$ cat config.mk
export PLATFORM = sky130hd
export DESIGN_NAME = pcrd_decoder
export DESIGN_NICKNAME = d
export VERILOG_FILES = /design/src/rtl/pcrd_pkg.sv /design/src/rtl/pcrd_page_offset.sv /design/src/rtl/pcrd_decoder.sv
export SDC_FILE = /design/constraint.sdc
export NUM_CORES = 1
export LEC_CHECK = 0
export ABC_AREA = 0
export BUFFER_PORTS_ARGS = -buffer_cell sky130_fd_sc_hd__buf_2
export CAP_MARGIN = 20
export CORE_ASPECT_RATIO = 1.75
export CORE_MARGIN = 1
export CORE_UTILIZATION = 26
export DETAILED_ROUTE_END_ITERATION = 10
export SLEW_MARGIN = 20
export SYNTH_ARGS = -nofsm -noshare
export SYNTH_HDL_FRONTEND = slang
export SYNTH_HIERARCHICAL = 1
export SYNTH_SLANG_ARGS = --single-unit
$ cat constraint.sdc
create_clock -name core_clk -period 12.49 [get_ports core_clk]
set_input_delay 1.8735 -clock core_clk [delete_from_list [all_inputs] [get_ports core_clk]]
set_output_delay 1.8735 -clock core_clk [all_outputs]
set_load 0.02 [all_outputs]
$ cat src/rtl/pcrd_pkg.sv
// Package with frame layouts, codes, faults and register map of the decoder
package pcrd_pkg;

  // Identifier word field positions
  localparam int PNU_LSB      = 0;
  localparam int PNU_MSB      = 10;
  localparam int RESERVED_BIT = 11;
  localparam int CODE_LSB     = 12;
  localparam int CODE_MSB     = 15;

  // Parameter number limits
  localparam logic [16:0] PARAM_NUM_MIN = 17'h00001;
  localparam logic [16:0] PARAM_NUM_MAX = 17'h0F22F;

  // Page offsets applied per page bit
  localparam logic [16:0] PAGE_OFS_B7 = 17'h007D0;
  localparam logic [16:0] PAGE_OFS_B4 = 17'h00FA0;
  localparam logic [16:0] PAGE_OFS_B5 = 17'h01F40;
  localparam logic [16:0] PAGE_OFS_B6 = 17'h03E80;
  localparam logic [16:0] PAGE_OFS_B2 = 17'h07D00;
  localparam logic [16:0] PAGE_OFS_B3 = 17'h0FA00;

  // Request codes
  localparam logic [3:0] REQ_NONE      = 4'h0;
  localparam logic [3:0] REQ_READ      = 4'h1;
  localparam logic [3:0] REQ_WR_W      = 4'h2;
  localparam logic [3:0] REQ_WR_D      = 4'h3;
  localparam logic [3:0] REQ_DESC      = 4'h4;
  localparam logic [3:0] REQ_UNSUP_A   = 4'h5;
  localparam logic [3:0] REQ_ARR_READ  = 4'h6;
  localparam logic [3:0] REQ_ARR_WR_W  = 4'h7;
  localparam logic [3:0] REQ_ARR_WR_D  = 4'h8;
  localparam logic [3:0] REQ_COUNT     = 4'h9;
  localparam logic [3:0] REQ_UNSUP_B   = 4'hA;
  localparam logic [3:0] REQ_NV_ARR_D  = 4'hB;
  localparam logic [3:0] REQ_NV_ARR_W  = 4'hC;
  localparam logic [3:0] REQ_NV_WR_D   = 4'hD;
  localparam logic [3:0] REQ_NV_WR_W   = 4'hE;
  localparam logic [3:0] REQ_UNSUP_C   = 4'hF;

  // Response codes
  localparam logic [3:0] RSP_NONE    = 4'h0;
  localparam logic [3:0] RSP_WORD    = 4'h1;
  localparam logic [3:0] RSP_DWORD   = 4'h2;
  localparam logic [3:0] RSP_DESC    = 4'h3;
  localparam logic [3:0] RSP_ARR_W   = 4'h4;
  localparam logic [3:0] RSP_ARR_D   = 4'h5;
  localparam logic [3:0] RSP_COUNT   = 4'h6;
  localparam logic [3:0] RSP_REFUSED = 4'h7;
  localparam logic [3:0] RSP_NO_AUTH = 4'h8;

  // Fault numbers
  localparam logic [7:0] FLT_NO_PARAM   = 8'h00;
  localparam logic [7:0] FLT_READ_ONLY  = 8'h01;
  localparam logic [7:0] FLT_RANGE      = 8'h02;
  localparam logic [7:0] FLT_SUBINDEX   = 8'h03;
  localparam logic [7:0] FLT_NO_ARRAY   = 8'h04;
  localparam logic [7:0] FLT_TYPE       = 8'h05;
  localparam logic [7:0] FLT_RESET_ONLY = 8'h06;
  localparam logic [7:0] FLT_DESC_FIXED = 8'h07;
  localparam logic [7:0] FLT_NO_MASTER  = 8'h0B;
  localparam logic [7:0] FLT_KEYWORD    = 8'h0C;
  localparam logic [7:0] FLT_OP_STATE   = 8'h11;
  localparam logic [7:0] FLT_INACTIVE   = 8'h65;
  localparam logic [7:0] FLT_NARROW     = 8'h66;
  localparam logic [7:0] FLT_BAD_VALUE  = 8'h68;
  localparam logic [7:0] FLT_UNSUPPORT  = 8'h6A;
  localparam logic [7:0] FLT_OP_LIM_LO  = 8'hC8;
  localparam logic [7:0] FLT_OP_LIM_HI  = 8'hC9;
  localparam logic [7:0] FLT_RIGHTS     = 8'hCC;

  // Register map
  localparam int          REG_ADDR_W   = 8;
  localparam logic [7:0]  REG_CTRL     = 8'h00;
  localparam logic [7:0]  REG_STATUS   = 8'h04;
  localparam logic [7:0]  REG_ANSWERED = 8'h08;
  localparam logic [7:0]  REG_REFUSED  = 8'h0C;
  localparam logic [4:0]  CTRL_RESET   = 5'h06;
  localparam int          CTRL_CYCLIC  = 0;
  localparam int          CTRL_MASTER  = 1;
  localparam int          CTRL_RIGHTS  = 2;
  localparam int          CTRL_LOCKED  = 3;
  localparam int          CTRL_NARROW  = 4;

  // Four-word parameter channel
  typedef struct packed {
    logic [15:0] paramIdentWord;
    logic [15:0] paramIndexWord;
    logic [15:0] valueHighWord;
    logic [15:0] valueLowWord;
  } pcrd_frame_type;

  // Request to the parameter store
  typedef struct packed {
    logic [16:0] paramNumber;
    logic [7:0]  subIndex;
    logic [31:0] writeValue;
    logic        isWrite;
    logic        isDouble;
    logic        isArray;
    logic        persist;
    logic        descRead;
    logic        countRead;
  } pcrd_store_req_type;

  // Answer of the parameter store
  typedef struct packed {
    logic        exists;
    logic        deactivated;
    logic        isArray;
    logic        isDouble;
    logic        readOnly;
    logic        subBad;
    logic        keyMissing;
    logic        stateBlock;
    logic        resetOnly;
    logic        valueBad;
    logic        rangeBad;
    logic        opLimitLow;
    logic        opLimitHigh;
    logic        descLocked;
    logic [31:0] readValue;
  } pcrd_store_info_type;

endpackage

$ cat src/rtl/pcrd_page_offset.sv
// Absolute parameter number from number field and page bits of the index word
`timescale 1ns/1ps
module pcrd_page_offset (
  input  wire logic [10:0] paramNumberField,
  input  wire logic [15:0] paramIndexWord,
  input  wire logic        cyclicMode,
  output logic      [16:0] paramNumber,
  output logic      [7:0]  subIndex
);
  import pcrd_pkg::*;

  logic [7:0]  pageByte;
  logic [16:0] pageOffset;

  // Page byte low in cyclic transfer, high in acyclic transfer
  assign pageByte = cyclicMode ? paramIndexWord[7:0] : paramIndexWord[15:8];
  assign subIndex = cyclicMode ? paramIndexWord[15:8] : paramIndexWord[7:0];

  // Sum of offsets of every set page bit
  assign pageOffset = (pageByte[7] ? PAGE_OFS_B7 : 17'h00000)
                    + (pageByte[4] ? PAGE_OFS_B4 : 17'h00000)
                    + (pageByte[5] ? PAGE_OFS_B5 : 17'h00000)
                    + (pageByte[6] ? PAGE_OFS_B6 : 17'h00000)
                    + (pageByte[2] ? PAGE_OFS_B2 : 17'h00000)
                    + (pageByte[3] ? PAGE_OFS_B3 : 17'h00000);
  assign paramNumber = pageOffset + {6'h00, paramNumberField};
endmodule

$ cat src/rtl/pcrd_decoder.sv
// Parameter channel request decoder and response generator
`timescale 1ns/1ps

module pcrd_decoder (
  input  wire logic                                core_clk,
  input  wire logic                                sys_rst,
  input  wire logic [pcrd_pkg::REG_ADDR_W-1:0]     regAddr,
  input  wire logic [31:0]                         regWrData,
  input  wire logic                                regWrStb,
  input  wire logic                                regRdStb,
  output logic      [31:0]                         regRdData,
  input  wire logic                                frameStb,
  input  wire pcrd_pkg::pcrd_frame_type            reqFrame,
  output pcrd_pkg::pcrd_frame_type                 respFrame,
  output logic                                     respStb,
  output logic                                     storeReqStb,
  output pcrd_pkg::pcrd_store_req_type             storeReq,
  input  wire logic                                storeAck,
  input  wire pcrd_pkg::pcrd_store_info_type       storeInfo
);
  import pcrd_pkg::*;

  typedef enum logic [1:0] {
    ST_IDLE,
    ST_WAIT
  } pcrd_state_type;

  pcrd_state_type      state_q;
  pcrd_state_type      state_d;
  logic [4:0]          ctrl_q;
  logic [31:0]         regRdData_q;
  pcrd_frame_type      respFrame_q;
  pcrd_frame_type      respFrame_d;
  logic                respStb_q;
  logic                storeReqStb_q;
  pcrd_store_req_type  storeReq_q;
  pcrd_store_req_type  storeReq_d;
  logic [3:0]          reqCode_q;
  logic [15:0]         identEcho_q;
  logic [15:0]         indexEcho_q;
  logic [3:0]          lastResp_q;
  logic [7:0]          lastFault_q;
  logic [15:0]         answered_q;
  logic [15:0]         refused_q;

  // Incoming request decode
  wire  [3:0]  reqCode     = reqFrame.paramIdentWord[CODE_MSB:CODE_LSB];
  wire  [10:0] pnuField    = reqFrame.paramIdentWord[PNU_MSB:PNU_LSB];
  wire         isUnsup     = (reqCode == REQ_UNSUP_A) | (reqCode == REQ_UNSUP_B)
                           | (reqCode == REQ_UNSUP_C);
  wire         isPersist   = (reqCode >= REQ_NV_ARR_D) & (reqCode <= REQ_NV_WR_W);
  wire         isArrWr     = (reqCode == REQ_ARR_WR_W) | (reqCode == REQ_ARR_WR_D);
  wire         isWrCode    = (reqCode == REQ_WR_W) | (reqCode == REQ_WR_D) | isArrWr | isPersist;
  wire         isDblCode   = (reqCode == REQ_WR_D) | (reqCode == REQ_ARR_WR_D)
                           | (reqCode == REQ_NV_ARR_D) | (reqCode == REQ_NV_WR_D);
  wire         isArrCode   = (reqCode == REQ_ARR_READ) | isArrWr
                           | (reqCode == REQ_NV_ARR_D) | (reqCode == REQ_NV_ARR_W);
  wire  [16:0] paramNumber;
  wire  [7:0]  subIndex;

  // Page offset and subindex extraction
  pcrd_page_offset uPageOffset (
    .paramNumberField (pnuField),
    .paramIndexWord   (reqFrame.paramIndexWord),
    .cyclicMode       (ctrl_q[CTRL_CYCLIC]),
    .paramNumber      (paramNumber),
    .subIndex         (subIndex)
  );

  // Value of a write: 32-bit high then low, 16-bit in the low word
  wire  [31:0] wrValue = isDblCode ? {reqFrame.valueHighWord, reqFrame.valueLowWord}
                                   : {16'h0000, reqFrame.valueLowWord};

  // Store request built from the frame
  always_comb begin
    storeReq_d            = storeReq_q;
    storeReq_d.paramNumber = paramNumber;
    storeReq_d.subIndex   = subIndex;
    storeReq_d.writeValue = wrValue;
    storeReq_d.isWrite    = isWrCode;
    storeReq_d.isDouble   = isDblCode;
    storeReq_d.isArray    = isArrCode;
    storeReq_d.persist    = isPersist;
    storeReq_d.descRead   = (reqCode == REQ_DESC);
    storeReq_d.countRead  = (reqCode == REQ_COUNT);
  end

  // Fault checks on the store answer
  wire wr        = storeReq_q.isWrite;
  wire numBad    = (storeReq_q.paramNumber < PARAM_NUM_MIN)
                 | (storeReq_q.paramNumber > PARAM_NUM_MAX);
  wire arrMisuse = storeReq_q.isArray & ~storeInfo.isArray
                 & (storeReq_q.subIndex != 8'h00);
  wire typeBad   = wr & (storeReq_q.isDouble != storeInfo.isDouble);
  wire readDbl   = storeInfo.isDouble & ((reqCode_q == REQ_READ)
                 | (reqCode_q == REQ_ARR_READ) | storeReq_q.descRead);
  wire narrowBad = ctrl_q[CTRL_NARROW] & readDbl;

  // Checks that only matter for write requests
  wire noMaster  = wr & ~ctrl_q[CTRL_MASTER];
  wire noRights  = wr & ~ctrl_q[CTRL_RIGHTS];
  wire descWr    = wr & storeInfo.descLocked;
  wire roWr      = wr & storeInfo.readOnly;
  wire keyWr     = wr & storeInfo.keyMissing;
  wire stateWr   = wr & storeInfo.stateBlock;
  wire resetWr   = wr & storeInfo.resetOnly;
  wire valueWr   = wr & storeInfo.valueBad;
  wire rangeWr   = wr & storeInfo.rangeBad;
  wire limLoWr   = wr & storeInfo.opLimitLow;
  wire limHiWr   = wr & storeInfo.opLimitHigh;
  wire wrFault   = noMaster | noRights | descWr | roWr
                 | keyWr | stateWr | resetWr | valueWr
                 | rangeWr | limLoWr | limHiWr;

  // Fault priority: existence, shape, authority, then value checks
  wire       faultHit =
      numBad | ~storeInfo.exists | storeInfo.deactivated | arrMisuse | storeInfo.subBad
    | typeBad | wrFault | narrowBad;
  wire [7:0] faultNum =
      (numBad | ~storeInfo.exists)       ? FLT_NO_PARAM   :
      storeInfo.deactivated              ? FLT_INACTIVE   :
      arrMisuse                          ? FLT_NO_ARRAY   :
      storeInfo.subBad                   ? FLT_SUBINDEX   :
      typeBad                            ? FLT_TYPE       :
      (wr & storeInfo.descLocked)        ? FLT_DESC_FIXED :
      (wr & storeInfo.readOnly)          ? FLT_READ_ONLY  :
      (wr & ~ctrl_q[CTRL_MASTER])        ? FLT_NO_MASTER  :
      (wr & ~ctrl_q[CTRL_RIGHTS])        ? FLT_RIGHTS     :
      (wr & storeInfo.keyMissing)        ? FLT_KEYWORD    :
      (wr & storeInfo.stateBlock)        ? FLT_OP_STATE   :
      (wr & storeInfo.resetOnly)         ? FLT_RESET_ONLY :
      (wr & storeInfo.valueBad)          ? FLT_BAD_VALUE  :
      (wr & storeInfo.rangeBad)          ? FLT_RANGE      :
      (wr & storeInfo.opLimitLow)        ? FLT_OP_LIM_LO  :
      (wr & storeInfo.opLimitHigh)       ? FLT_OP_LIM_HI  :
                                           FLT_NARROW;

  // Positive response code per request code
  logic [3:0] posCode;
  always_comb begin
    case (reqCode_q)
      REQ_READ:     posCode = storeInfo.isDouble ? RSP_DWORD : RSP_WORD;
      REQ_WR_W:     posCode = RSP_WORD;
      REQ_WR_D:     posCode = RSP_DWORD;
      REQ_DESC:     posCode = RSP_DESC;
      REQ_ARR_READ: posCode = storeInfo.isDouble ? RSP_ARR_D : RSP_ARR_W;
      REQ_ARR_WR_W: posCode = RSP_ARR_W;
      REQ_ARR_WR_D: posCode = RSP_ARR_D;
      REQ_COUNT:    posCode = RSP_COUNT;
      REQ_NV_ARR_D: posCode = RSP_ARR_D;
      REQ_NV_ARR_W: posCode = RSP_ARR_W;
      REQ_NV_WR_D:  posCode = RSP_DWORD;
      REQ_NV_WR_W:  posCode = RSP_WORD;
      default:      posCode = RSP_NONE;
    endcase
  end

  // Value carried by a positive answer
  wire [31:0] posValue =
      wr                                  ? storeReq_q.writeValue :
      (storeReq_q.countRead | ~readDbl)   ? {16'h0000, storeInfo.readValue[15:0]} :
                                            storeInfo.readValue;

  // Identifier echo with new code and reserved bit forced low
  function automatic logic [15:0] identWith(input logic [3:0] code, input logic [15:0] ident);
    identWith = {code, 1'b0, ident[PNU_MSB:PNU_LSB]};
  endfunction

  // Next state, response and store request
  logic       storeReqStb_d;
  logic       respStb_d;
  logic [3:0] lastResp_d;
  logic [7:0] lastFault_d;
  logic       cntAns;
  logic       cntRef;
  always_comb begin
    state_d       = state_q;
    respFrame_d   = respFrame_q;
    respStb_d     = 1'b0;
    storeReqStb_d = 1'b0;
    lastResp_d    = lastResp_q;
    lastFault_d   = lastFault_q;
    cntAns        = 1'b0;
    cntRef        = 1'b0;
    case (state_q)
      ST_IDLE: begin
        if (frameStb) begin
          if (reqCode == REQ_NONE) begin
            respFrame_d = '0;
            respStb_d   = 1'b1;
            lastResp_d  = RSP_NONE;
          end else if (ctrl_q[CTRL_LOCKED]) begin
            respFrame_d.paramIdentWord = identWith(RSP_NO_AUTH, reqFrame.paramIdentWord);
            respFrame_d.paramIndexWord = reqFrame.paramIndexWord;
            respFrame_d.valueHighWord  = 16'h0000;
            respFrame_d.valueLowWord   = 16'h0000;
            respStb_d   = 1'b1;
            lastResp_d  = RSP_NO_AUTH;
            cntAns      = 1'b1;
            cntRef      = 1'b1;
          end else if (isUnsup) begin
            respFrame_d.paramIdentWord = identWith(RSP_REFUSED, reqFrame.paramIdentWord);
            respFrame_d.paramIndexWord = reqFrame.paramIndexWord;
            respFrame_d.valueHighWord  = 16'h0000;
            respFrame_d.valueLowWord   = {8'h00, FLT_UNSUPPORT};
            respStb_d   = 1'b1;
            lastResp_d  = RSP_REFUSED;
            lastFault_d = FLT_UNSUPPORT;
            cntAns      = 1'b1;
            cntRef      = 1'b1;
          end else begin
            storeReqStb_d = 1'b1;
            state_d       = ST_WAIT;
          end
        end
      end
      ST_WAIT: begin
        // Frames in this state are dropped; the master repeats them
        if (storeAck) begin
          respFrame_d.paramIndexWord = indexEcho_q;
          if (faultHit) begin
            respFrame_d.paramIdentWord = identWith(RSP_REFUSED, identEcho_q);
            respFrame_d.valueHighWord  = 16'h0000;
            respFrame_d.valueLowWord   = {8'h00, faultNum};
            lastResp_d  = RSP_REFUSED;
            lastFault_d = faultNum;
            cntRef      = 1'b1;
          end else begin
            respFrame_d.paramIdentWord = identWith(posCode, identEcho_q);
            respFrame_d.valueHighWord  = posValue[31:16];
            respFrame_d.valueLowWord   = posValue[15:0];
            lastResp_d  = posCode;
          end
          respStb_d = 1'b1;
          cntAns    = 1'b1;
          state_d   = ST_IDLE;
        end
      end
      default: state_d = ST_IDLE;
    endcase
  end

  // Status word: waiting flag, last response code, last fault
  wire        waiting    = (state_q == ST_WAIT);
  wire [31:0] statusWord = {19'h00000, waiting, lastResp_q, lastFault_q};

  // Register decode
  wire        hitCtrl = (regAddr == REG_CTRL);
  wire [31:0] rdMux   =
      hitCtrl                   ? {27'h0000000, ctrl_q} :
      (regAddr == REG_STATUS)   ? statusWord :
      (regAddr == REG_ANSWERED) ? {16'h0000, answered_q} :
      (regAddr == REG_REFUSED)  ? {16'h0000, refused_q} :
                                  32'h00000000;

  // Control register and read data
  always_ff @(posedge core_clk or posedge sys_rst) begin
    if (sys_rst) begin
      ctrl_q      <= CTRL_RESET;
      regRdData_q <= 32'h00000000;
    end else begin
      if (regWrStb && hitCtrl) begin
        ctrl_q <= regWrData[4:0];
      end
      regRdData_q <= regRdStb ? rdMux : 32'h00000000;
    end
  end

  // Request sequencing
  always_ff @(posedge core_clk or posedge sys_rst) begin
    if (sys_rst) begin
      state_q       <= ST_IDLE;
      respFrame_q   <= '0;
      respStb_q     <= 1'b0;
      storeReqStb_q <= 1'b0;
      storeReq_q    <= '0;
      reqCode_q     <= REQ_NONE;
      identEcho_q   <= 16'h0000;
      indexEcho_q   <= 16'h0000;
    end else begin
      state_q       <= state_d;
      respFrame_q   <= respFrame_d;
      respStb_q     <= respStb_d;
      storeReqStb_q <= storeReqStb_d;
      if (storeReqStb_d) begin
        storeReq_q  <= storeReq_d;
        reqCode_q   <= reqCode;
        identEcho_q <= reqFrame.paramIdentWord;
        indexEcho_q <= reqFrame.paramIndexWord;
      end
    end
  end

  // Status and counters
  always_ff @(posedge core_clk or posedge sys_rst) begin
    if (sys_rst) begin
      lastResp_q  <= RSP_NONE;
      lastFault_q <= 8'h00;
      answered_q  <= 16'h0000;
      refused_q   <= 16'h0000;
    end else begin
      lastResp_q  <= lastResp_d;
      lastFault_q <= lastFault_d;
      answered_q  <= answered_q + {15'h0000, cntAns};
      refused_q   <= refused_q + {15'h0000, cntRef};
    end
  end

  // Outputs straight from flip-flops
  assign regRdData   = regRdData_q;
  assign respFrame   = respFrame_q;
  assign respStb     = respStb_q;
  assign storeReqStb = storeReqStb_q;
  assign storeReq    = storeReq_q;
endmodule

**Word level (Yosys, flattened, before mapping)**

Cells that the tools add are included.

- Flip-flop bits (word level): 227
- Latch bits: 0
- Memory bits (writable): 0
- Memory bits (read-only): 0
- Input port bits: 156
- Output and inout port bits: 161
- Word-level logic and storage cells: 223
- Memories: 0

- Add/subtract/negate cells: 8
- Multipliers: 0
- Div/mod/pow operators: 0
- Order comparisons: 4
- Equal/unequal tests: 38
- Shift operators: 0
- Muxes and demuxes: 80
- Bitwise logic cells: 55
- Reduce and logical (&&, ||, !) cells: 13

Operators by type and width:

| cell | number |
|---|---|
| $mux 64 | 5 |
| $mux 8 | 24 |
| $mux 32 | 4 |
| $pmux 64 s2 | 1 |
| $mux 16 | 6 |
| $add 17x17->17 | 5 |
| $eq 4x4->1 const B | 13 |
| $or 1x1->1 | 33 |
| $add 16x1->16 | 2 |
| $mux 15 | 2 |
| $eq 4x3->1 const B | 7 |
| $mux 4 | 6 |
| $pmux 3 s8 | 1 |
| $add 17x11->17 | 1 |
| $and 1x1->1 | 17 |
| $gt 17x16->1 const B | 1 |
| $lt 17x1->1 const B | 1 |
| $eq 4x2->1 const B | 4 |
| $eq 8x4->1 const B | 2 |
| $pmux 8 s2 | 1 |
| $mux 1 | 15 |
| $mux 14 | 1 |
| $ne 2x2->1 const B | 7 |
| $mux 13 | 1 |
| other kinds (24) | 38 |

**Depth between registers and ports, before layout**

Gate-level depths: netlist of run 1.

- Word-level depth: 20
- Gate-level depth with buffers: 16
- Depth with buffers taken out: 14

**By module**

The synthesis of run 1 kept the hierarchy.

Modules (own cells, without submodules):

| module | times used | cells each | area an instance (µm²) | seq. area each (µm²) |
|---|---|---|---|---|
| pcrd_decoder | 1 | 869 | 10166.0 | 5532.8 |
| pcrd_page_offset | 1 | 132 | 1295.0 | 0.0 |

**Least setup slack after synthesis of run 1**

No wires, ideal clock.

- Path type: input to register
- Start point: input port reqFrame[34] (netlist bit)
- End point: register storeReq_q (netlist bit storeReq[62])
- Library setup time: 125 ps
- Arrival: 5252 ps
- Data required time: 12365 ps
- Path slack: 7113 ps
- Stages: 12
- Buffers on the path: 0
- Path through: mux2i_1 fa_1 fa_1 fa_1 inv_1 ha_1 nand3_1 o2111ai_2 a41o_1 a21oi_2 xnor2_1 mux2_2

- Cells in the longest elaborated chain, start to end: 5

Ends and longest elaborated chain:

| item | line | RTL |
|---|---|---|
| start, declared | pcrd_decoder.sv:13 | `input wire pcrd_pkg::pcrd_frame_type reqFrame,` |
| $mux 8 | pcrd_page_offset.sv:16 | `assign pageByte = cyclicMode ? paramIndexWord[7:0] : paramIndexWord[15:8];` |
| $mux 15 | pcrd_page_offset.sv:24 | `+ (pageByte[2] ? PAGE_OFS_B2 : 17'h00000)` |
| $add 17x17->17 | pcrd_page_offset.sv:24 |  |
| $add 17x17->17 | pcrd_page_offset.sv:25 | `+ (pageByte[3] ? PAGE_OFS_B3 : 17'h00000);` |
| $add 17x11->17 | pcrd_page_offset.sv:26 | `assign paramNumber = pageOffset + {6'h00, paramNumberField};` |
| named net paramNumber[16] | pcrd_decoder.sv:58 | `wire [16:0] paramNumber;` |
| end signal, assigned | pcrd_decoder.sv:286 | `storeReq_q <= storeReq_d;` |
| end, declared | pcrd_decoder.sv:36 | `pcrd_store_req_type storeReq_q;` |

The timed path passes the listed nets, and every way through them passes these cells.
A chain may end at the register's enable or synchronous reset.

**Final worst setup path of run 1**

- Start point: input port reqFrame[36] (netlist bit)
- End point: register storeReq_q (netlist bit storeReq[62])

- Cells in the longest elaborated chain, start to end: 8

Ends and longest elaborated chain:

| item | line | RTL |
|---|---|---|
| $mux 8 | pcrd_page_offset.sv:16 |  |
| $mux 12 | pcrd_page_offset.sv:21 | `+ (pageByte[4] ? PAGE_OFS_B4 : 17'h00000)` |
| $add 17x17->17 | pcrd_page_offset.sv:21 |  |
| $add 17x17->17 | pcrd_page_offset.sv:22 | `+ (pageByte[5] ? PAGE_OFS_B5 : 17'h00000)` |
| $add 17x17->17 | pcrd_page_offset.sv:23 | `+ (pageByte[6] ? PAGE_OFS_B6 : 17'h00000)` |
| $add 17x17->17 | pcrd_page_offset.sv:24 |  |
| $add 17x17->17 | pcrd_page_offset.sv:25 |  |
| $add 17x11->17 | pcrd_page_offset.sv:26 |  |
| named net paramNumber[16] | pcrd_decoder.sv:58 |  |

The timed path passes the listed nets, and every way through them passes these cells.

==> impl_results.md, run 1 <==
- Post-CTS Setup Bufs: 0
- Switch Pwr: 1.08 mW
- Core Region: 43500 um2
- Data arrival, critical path: 5.75 ns
- Worst R2R Path Depth: 13
- Via count: 8801
- Final nets: 1454
- Post-synthesis instance area: 11500 um2
- Post-synth EDFFs: 0
- Placed insts: 1787
- DP Area: 13200 um2
- Pin count of the biggest net entering global routing: 92
- Slew headroom: 36.0%
- #FFs+latches synth: 221
- Final hold vios: 0
- Post-Layout Cell Count: 1832
- Starting density of the core: 26.4%
- Cts bufs inserted: 24
- PwrDens: 206 nW/um2
- Reg-to-Reg Start: ctrl_q[0]$_DFFE_PP0P_
- Worst vdd ir: 0.114 mV
- Final critical-path required period: 5.34 ns
- Max-Cap Viols: 0
- Setup TNS: 0 ns
- Antenna violations before repair: 8
- Register area share after synthesis: 48.3%
- First-pass GRT wire length: 53400 um
- I/O Buffers: 271
- Power share of the clock group: 27.0%
- Mapped Avg Cell Area: 11.4 um2
- Iter 0 DRT Violations: 468
- Die W: 161 um
- Post-cts resize count: 0
- Slew @ Worst Pin: 0.934 ns
- Wl on met1: 13000 um
- Layout area overhead: 23.2%
- Switching portion of total power: 37.3%
- Top post-synthesis cells by count: 219 x dfrtp_1, 83 x mux2_2, 75 x nand2_1
- Period utilisation layout: 42.7%
- Pleak: 6.78 nW
- Register share of total power: 37.9%
- DIE AREA: 45000 um2
- Final setup fails: 0
- Cell Rows: 101
- Gate power share: 35.1%
- Yosys warnings: 6
- Asr flop ratio synth: 100%
- Post-route cell area: 14100 um2
- R2R Path End: storeReq[62]$_DFFE_PP0P_
- Hold Startpoint: respFrame[11]$_DFFE_PP0P_
- Crit Path Class: input port to flop
- Worst Hold Class: flop to flop
- CP Capture Type: flop
- WL met2: 18900 um
- Later-pin clock latency in the skew report: 0.54 ns
- CP Launch Point: reqFrame[36]
- GP Congestion: 0.870
- Wire per inst: 19.1 um
- Cells after Synth: 1001
- Worst hold slack: 0.470 ns
- GRT Total Usage: 15.4%
- Synth top area cells: dfrtp_1 48%, mux2_2 8.2%, fa_1 3.7%
- Top Ports: 317
- Area leader, netlist: dfrtp_1
- Fin Clk Skew: 0.0215 ns
- Final wirelength: 35100 um
- Post-route DRC: 0
- CTS Hold Buffers Added: 0
- Met3 routed WL: 1690 um
- Top Layer Used: met5
- Worst setup SP type: input port
- DR pass1 iterations: 5
- Cell-internal power: 1.82 mW
- Worst-path clk slew: 0.07 ns
- CTS tree: yes
- R2R setup slack: 7.85 ns
- Clock Sinks: 221
- Clock H-tree levels: 1
- GRT Residual Overflow: 0
- Post-synth top area share: 47.8%
- Worst EP required: 12.90 ns
- CTS root buffer: clkbuf_16
- Crit path max fanout: 6
- Die height: 280 um
- Vias in the first global route: 9118
- Detailed Place HPWL: 26400 um
- Antenna-violating nets left: 0
- Achievable Freq: 187 MHz
- Setup crit end: storeReq[62]$_DFFE_PP0P_
- # fillers: 4446
- Clk buf depth: 3
- Layout cells sized above 1: 36.1%
- Most frequent cell after synthesis: dfrtp_1
- Fin. max-slew vios: 0
- Netlist cell types: 79
- Unrepaired setup endpoints after global routing: false
- DR vias/cell: 4.80
- Main flop type after synthesis: dfrtp_1
- Run status: finished clean
==> kinds of logic (layout without fill, tap and decap cells) <==
logic type               count (synthesis)  in the layout  share of synthesized area (%)
other                                    1             21                         0.0327
flip-flops                             221            221                           48.3
multiplexers                           117            117                           11.7
buffers and inverters                  129            374                           5.70
AO/OA/AOI/OAI                          194            194                           13.4
adder cells (fa/ha/maj)                 51             51                           6.94
AND/OR/NAND/NOR                        247            247                           10.7
XOR/XNOR                                41             41                           3.13
==> layout make-up <==
type                       count  area, um2  share of cell area (%)
clock inverter                 8        150                    1.06
antenna                        4       10.0                  0.0709
clock buffer                  33        716                    5.07
sequential                   221       5530                    39.2
inverter                      52        203                    1.44
tap                          566        708                    5.02
timing repair buffer         281       1430                    10.1
multi-input combinational    667       5370                    38.0
==> layout by cell type, fill, tap and decap left out, types with 14 or more instances in the layout <==
cell / netlist / final
nor2_1: 52 / 51
nand2_1: 75 / 75
buf_2: 14 / 271
o21ai_2: 21 / 21
xnor2_1: 27 / 27
o21ai_0: 28 / 28
a221o_1: 31 / 31
dfrtp_1: 219 / 218
xor2_1: 14 / 14
conb_1: 1 / 17
ha_1: 30 / 30
mux2i_1: 23 / 22
a22oi_1: 27 / 27
a22o_1: 16 / 16
clkbuf_16: 0 / 25
inv_1: 51 / 50
mux2_2: 83 / 83
nand3_1: 22 / 22
and3_1: 36 / 36
fa_1: 21 / 21
==> worst max-delay path, stage by stage <==
cell and delay (ns):
buf_2 0.12, mux2i_1 0.73, fa_1 0.57, fa_1 0.46
fa_1 0.51, inv_1 0.05, ha_1 0.36, nand3_1 0.13
o2111ai_2 0.16, a41o_1 0.29, a21oi_2 0.15, xnor2_1 0.07
mux2_2 0.26
==> through the flow <==
step,setup WS [ns],power (mW),util (%)
final,7.15,2.90,32.5
after global routing,6.90,3.06,32.5
after CTS,7.05,2.95,32.4
after detailed placement,6.48,2.15,30.5
after global placement,6.50,2.12,30.4
after floorplan,4.57,1.76,-
==> worst min-delay path by stage <==
stage                                 to  slack (ns)  cells past startpoint
6_report       respFrame[11]$_DFFE_PP0P_        0.47                      2
5_1_grt        respFrame[26]$_DFFE_PP0P_        0.49                      2
4_1_cts        respFrame[11]$_DFFE_PP0P_        0.47                      2
3_5_place_dp   respFrame[11]$_DFFE_PP0P_        0.46                      2
3_3_place_gp   respFrame[26]$_DFFE_PP0P_        0.46                      2
2_1_floorplan   answered_q[15]$_DFF_PP0_        0.44                      1
==> state kept, by name (all words and copies together) (netlist names), 4 cells and up <==
name and cells:
storeReq 62, respFrame 59, indexEcho_q 16, regRdData 16, lastFault_q 8, reqCode_q 4
lastResp_q 4, refused_q 16, ctrl_q 5, answered_q 16, identEcho_q 11
==> power by group through the flow <==
stage / combinational, mW / clock (mW) / sequential [mW]
finish: 1.02 / 0.785 / 1.10
global route: 1.11 / 0.831 / 1.13
CTS: 1.04 / 0.808 / 1.10
detailed placement: 1.03 / 0 / 1.11
global placement: 1.01 / 0 / 1.11
floorplan: 0.555 / 0 / 1.21
==> per-layer routing <==
| layer | track usage, % | up-vias |
|---|---|---|
| li1 | - | 4057 |
| met1 | 17.1 | 4398 |
| met2 | 28.6 | 269 |
| met3 | 2.31 | 71 |
| met4 | 7.11 | 6 |
| met5 | 0 | - |
Power figures use the tool's default switching activity.
==> inputs of run 2 (changes only) <==
==> constraint.sdc (replaced) <==
create_clock -name core_clk -period 4.6 [get_ports core_clk]
set_input_delay 0.69 -clock core_clk [delete_from_list [all_inputs] [get_ports core_clk]]
set_output_delay 0.69 -clock core_clk [all_outputs]
set_load 0.02 [all_outputs]
==> run 2 against run 1 <==
Against the previous run: core utilization shrank 0.078 points; combinational power grew to 2.8 times the previous value; wire length grew 2.5%; total power grew to 2.7 times the previous value; cell count grew 0.44%; clock-buffer cell count shrank 1; sequential share of layout area grew 0.094 points; non-clock buffer count grew 9; worst setup slack lost 6.6 ns; clock skew grew 0.0065 ns; critical path depth grew 2; highest routed layer unchanged.
==> impl_results.md, run 2 (synthesized netlist as in run 1, its figures left out) <==
- Run status: finished clean
- Slew @ Worst Pin: 0.851 ns
- Post-CTS Setup Bufs: 0
- DR vias/cell: 4.82
- DIE AREA: 45000 um2
- Cts bufs inserted: 23
- Worst R2R Path Depth: 15
- DR pass1 iterations: 5
- GRT Total Usage: 15.6%
- Post-route DRC: 0
- I/O Buffers: 271
- Setup TNS: 0 ns
- Period utilisation layout: 88.6%
- Gate power share: 36.4%
- Detailed Place HPWL: 27000 um
- Data arrival, critical path: 4.48 ns
- Die W: 161 um
- CTS Hold Buffers Added: 0
- Reg-to-Reg Start: ctrl_q[0]$_DFFE_PP0P_
- Unrepaired setup endpoints after global routing: false
- Cell Rows: 101
- Clk buf depth: 3
- Vias in the first global route: 9062
- CP Launch Point: ctrl_q[0]$_DFFE_PP0P_
- Achievable Freq: 245 MHz
- R2R Path End: storeReq[61]$_DFFE_PP0P_
- Worst Hold Class: input port to async pin
- Register share of total power: 38.9%
- CTS root buffer: clkbuf_16
- Crit path max fanout: 15
- Die height: 280 um
- Layout cells sized above 1: 36.2%
- R2R setup slack: 0.53 ns
- Final wirelength: 35900 um
- Setup crit end: storeReq[61]$_DFFE_PP0P_
- Max-Cap Viols: 0
- Core Region: 43500 um2
- Cell-internal power: 4.75 mW
- Final nets: 1462
- Starting density of the core: 26.4%
- Antenna-violating nets left: 0
- Iter 0 DRT Violations: 503
- CTS tree: yes
- Worst vdd ir: 0.268 mV
- Crit Path Class: flop to flop
- Wire per inst: 19.5 um
- Final setup fails: 0
- Final critical-path required period: 4.07 ns
- Layout area overhead: 22.9%
- Max FFs per register: 62
- Power share of the clock group: 24.7%
- CP Capture Type: flop
- GRT Residual Overflow: 0
- GP Congestion: 0.833
- PwrDens: 548 nW/um2
- Fin Clk Skew: 0.0280 ns
- Switching portion of total power: 38.5%
- Via count: 8869
- Pleak: 6.76 nW
- Later-pin clock latency in the skew report: 0.54 ns
- Antenna violations before repair: 7
- Worst EP required: 5.01 ns
- Final hold vios: 0
- Most frequent cells in the layout: 271 x buf_2, 218 x dfrtp_1, 83 x mux2_2
- Switch Pwr: 2.97 mW
- Total chip power: 7.71 mW
- Pin count of the biggest net entering global routing: 123
- Fin. max-slew vios: 0
- Slew headroom: 43.3%
- First-pass GRT wire length: 53800 um
- Post-cts resize count: 0
- Commonest non-fill, non-tap cell in the layout: buf_2
- Clock Sinks: 221
- Worst setup SP type: flop
- Clock H-tree levels: 1
- Top Ports: 317
- Worst-path clk slew: 0.07 ns
-- run 2: final cells by class --
class                      count  area, um2
fill                        4490      29400
inverter                      52        199
tap                          566        708
clock inverter                10        113
multi-input combinational    667       5360
antenna                        2       5.00
clock buffer                  32        639
sequential                   221       5530
timing repair buffer         290       1520
-- run 2: stage by stage --
stage / setup slack [ns] / std cells / area, um2 / hold slack [ns] / utilization (%)
3_3_place_gp: 0.309 / 1796 / 13300 / 0.459 / 30.6
5_1_grt: 0.332 / 1840 / 14100 / 0.330 / 32.4
6_report: 0.527 / 1840 / 14100 / 0.294 / 32.4
4_1_cts: 0.434 / 1838 / 14100 / 0.277 / 32.4
2_1_floorplan: 0.216 / 1017 / 11500 / 0.444 / -
3_5_place_dp: 0.285 / 1796 / 13300 / 0.461 / 30.7
-- run 2: critical path, stage by stage (launching register included) --
cell and delay, ns:
dfrtp_1 0.38, buf_12 0.19, mux2i_1 0.33, inv_1 0.20, fa_1 0.44, fa_1 0.50
ha_1 0.29, ha_1 0.18, inv_1 0.07, fa_1 0.49, nor2b_4 0.15, o2111ai_1 0.11
nand3_1 0.15, o41ai_2 0.08, xnor2_1 0.13, mux2_2 0.26
-- run 2: worst min path at each step --
stage / depth (start not counted) / end / startpoint
after floorplan: 1 / answered_q[15]$_DFF_PP0_ / answered_q[15]$_DFF_PP0_
after global placement: 2 / respFrame[22]$_DFFE_PP0P_ / respFrame[22]$_DFFE_PP0P_
after detailed placement: 2 / respFrame[11]$_DFFE_PP0P_ / respFrame[11]$_DFFE_PP0P_
after CTS: 2 / storeReq[6]$_DFFE_PP0P_ / sys_rst
after global routing: 2 / storeReq[6]$_DFFE_PP0P_ / sys_rst
final: 2 / storeReq[8]$_DFFE_PP0P_ / sys_rst
-- run 2: routing by layer --
metal,track usage [%],share of wire (%)
met1,16.9,37
met2,29.3,54
met3,2.50,5.0
met4,6.87,3.7
met5,0,0.075
-- run 2: power by group through the flow --
stage / Sequential, mW / Combinational (mW) / Clock, mW
2_1_floorplan: 3.28 / 1.51 / 0
3_3_place_gp: 3.00 / 2.79 / 0
3_5_place_dp: 3.03 / 2.85 / 0
4_1_cts: 3.00 / 2.86 / 1.98
5_1_grt: 3.07 / 3.04 / 2.04
6_report: 3.00 / 2.81 / 1.90
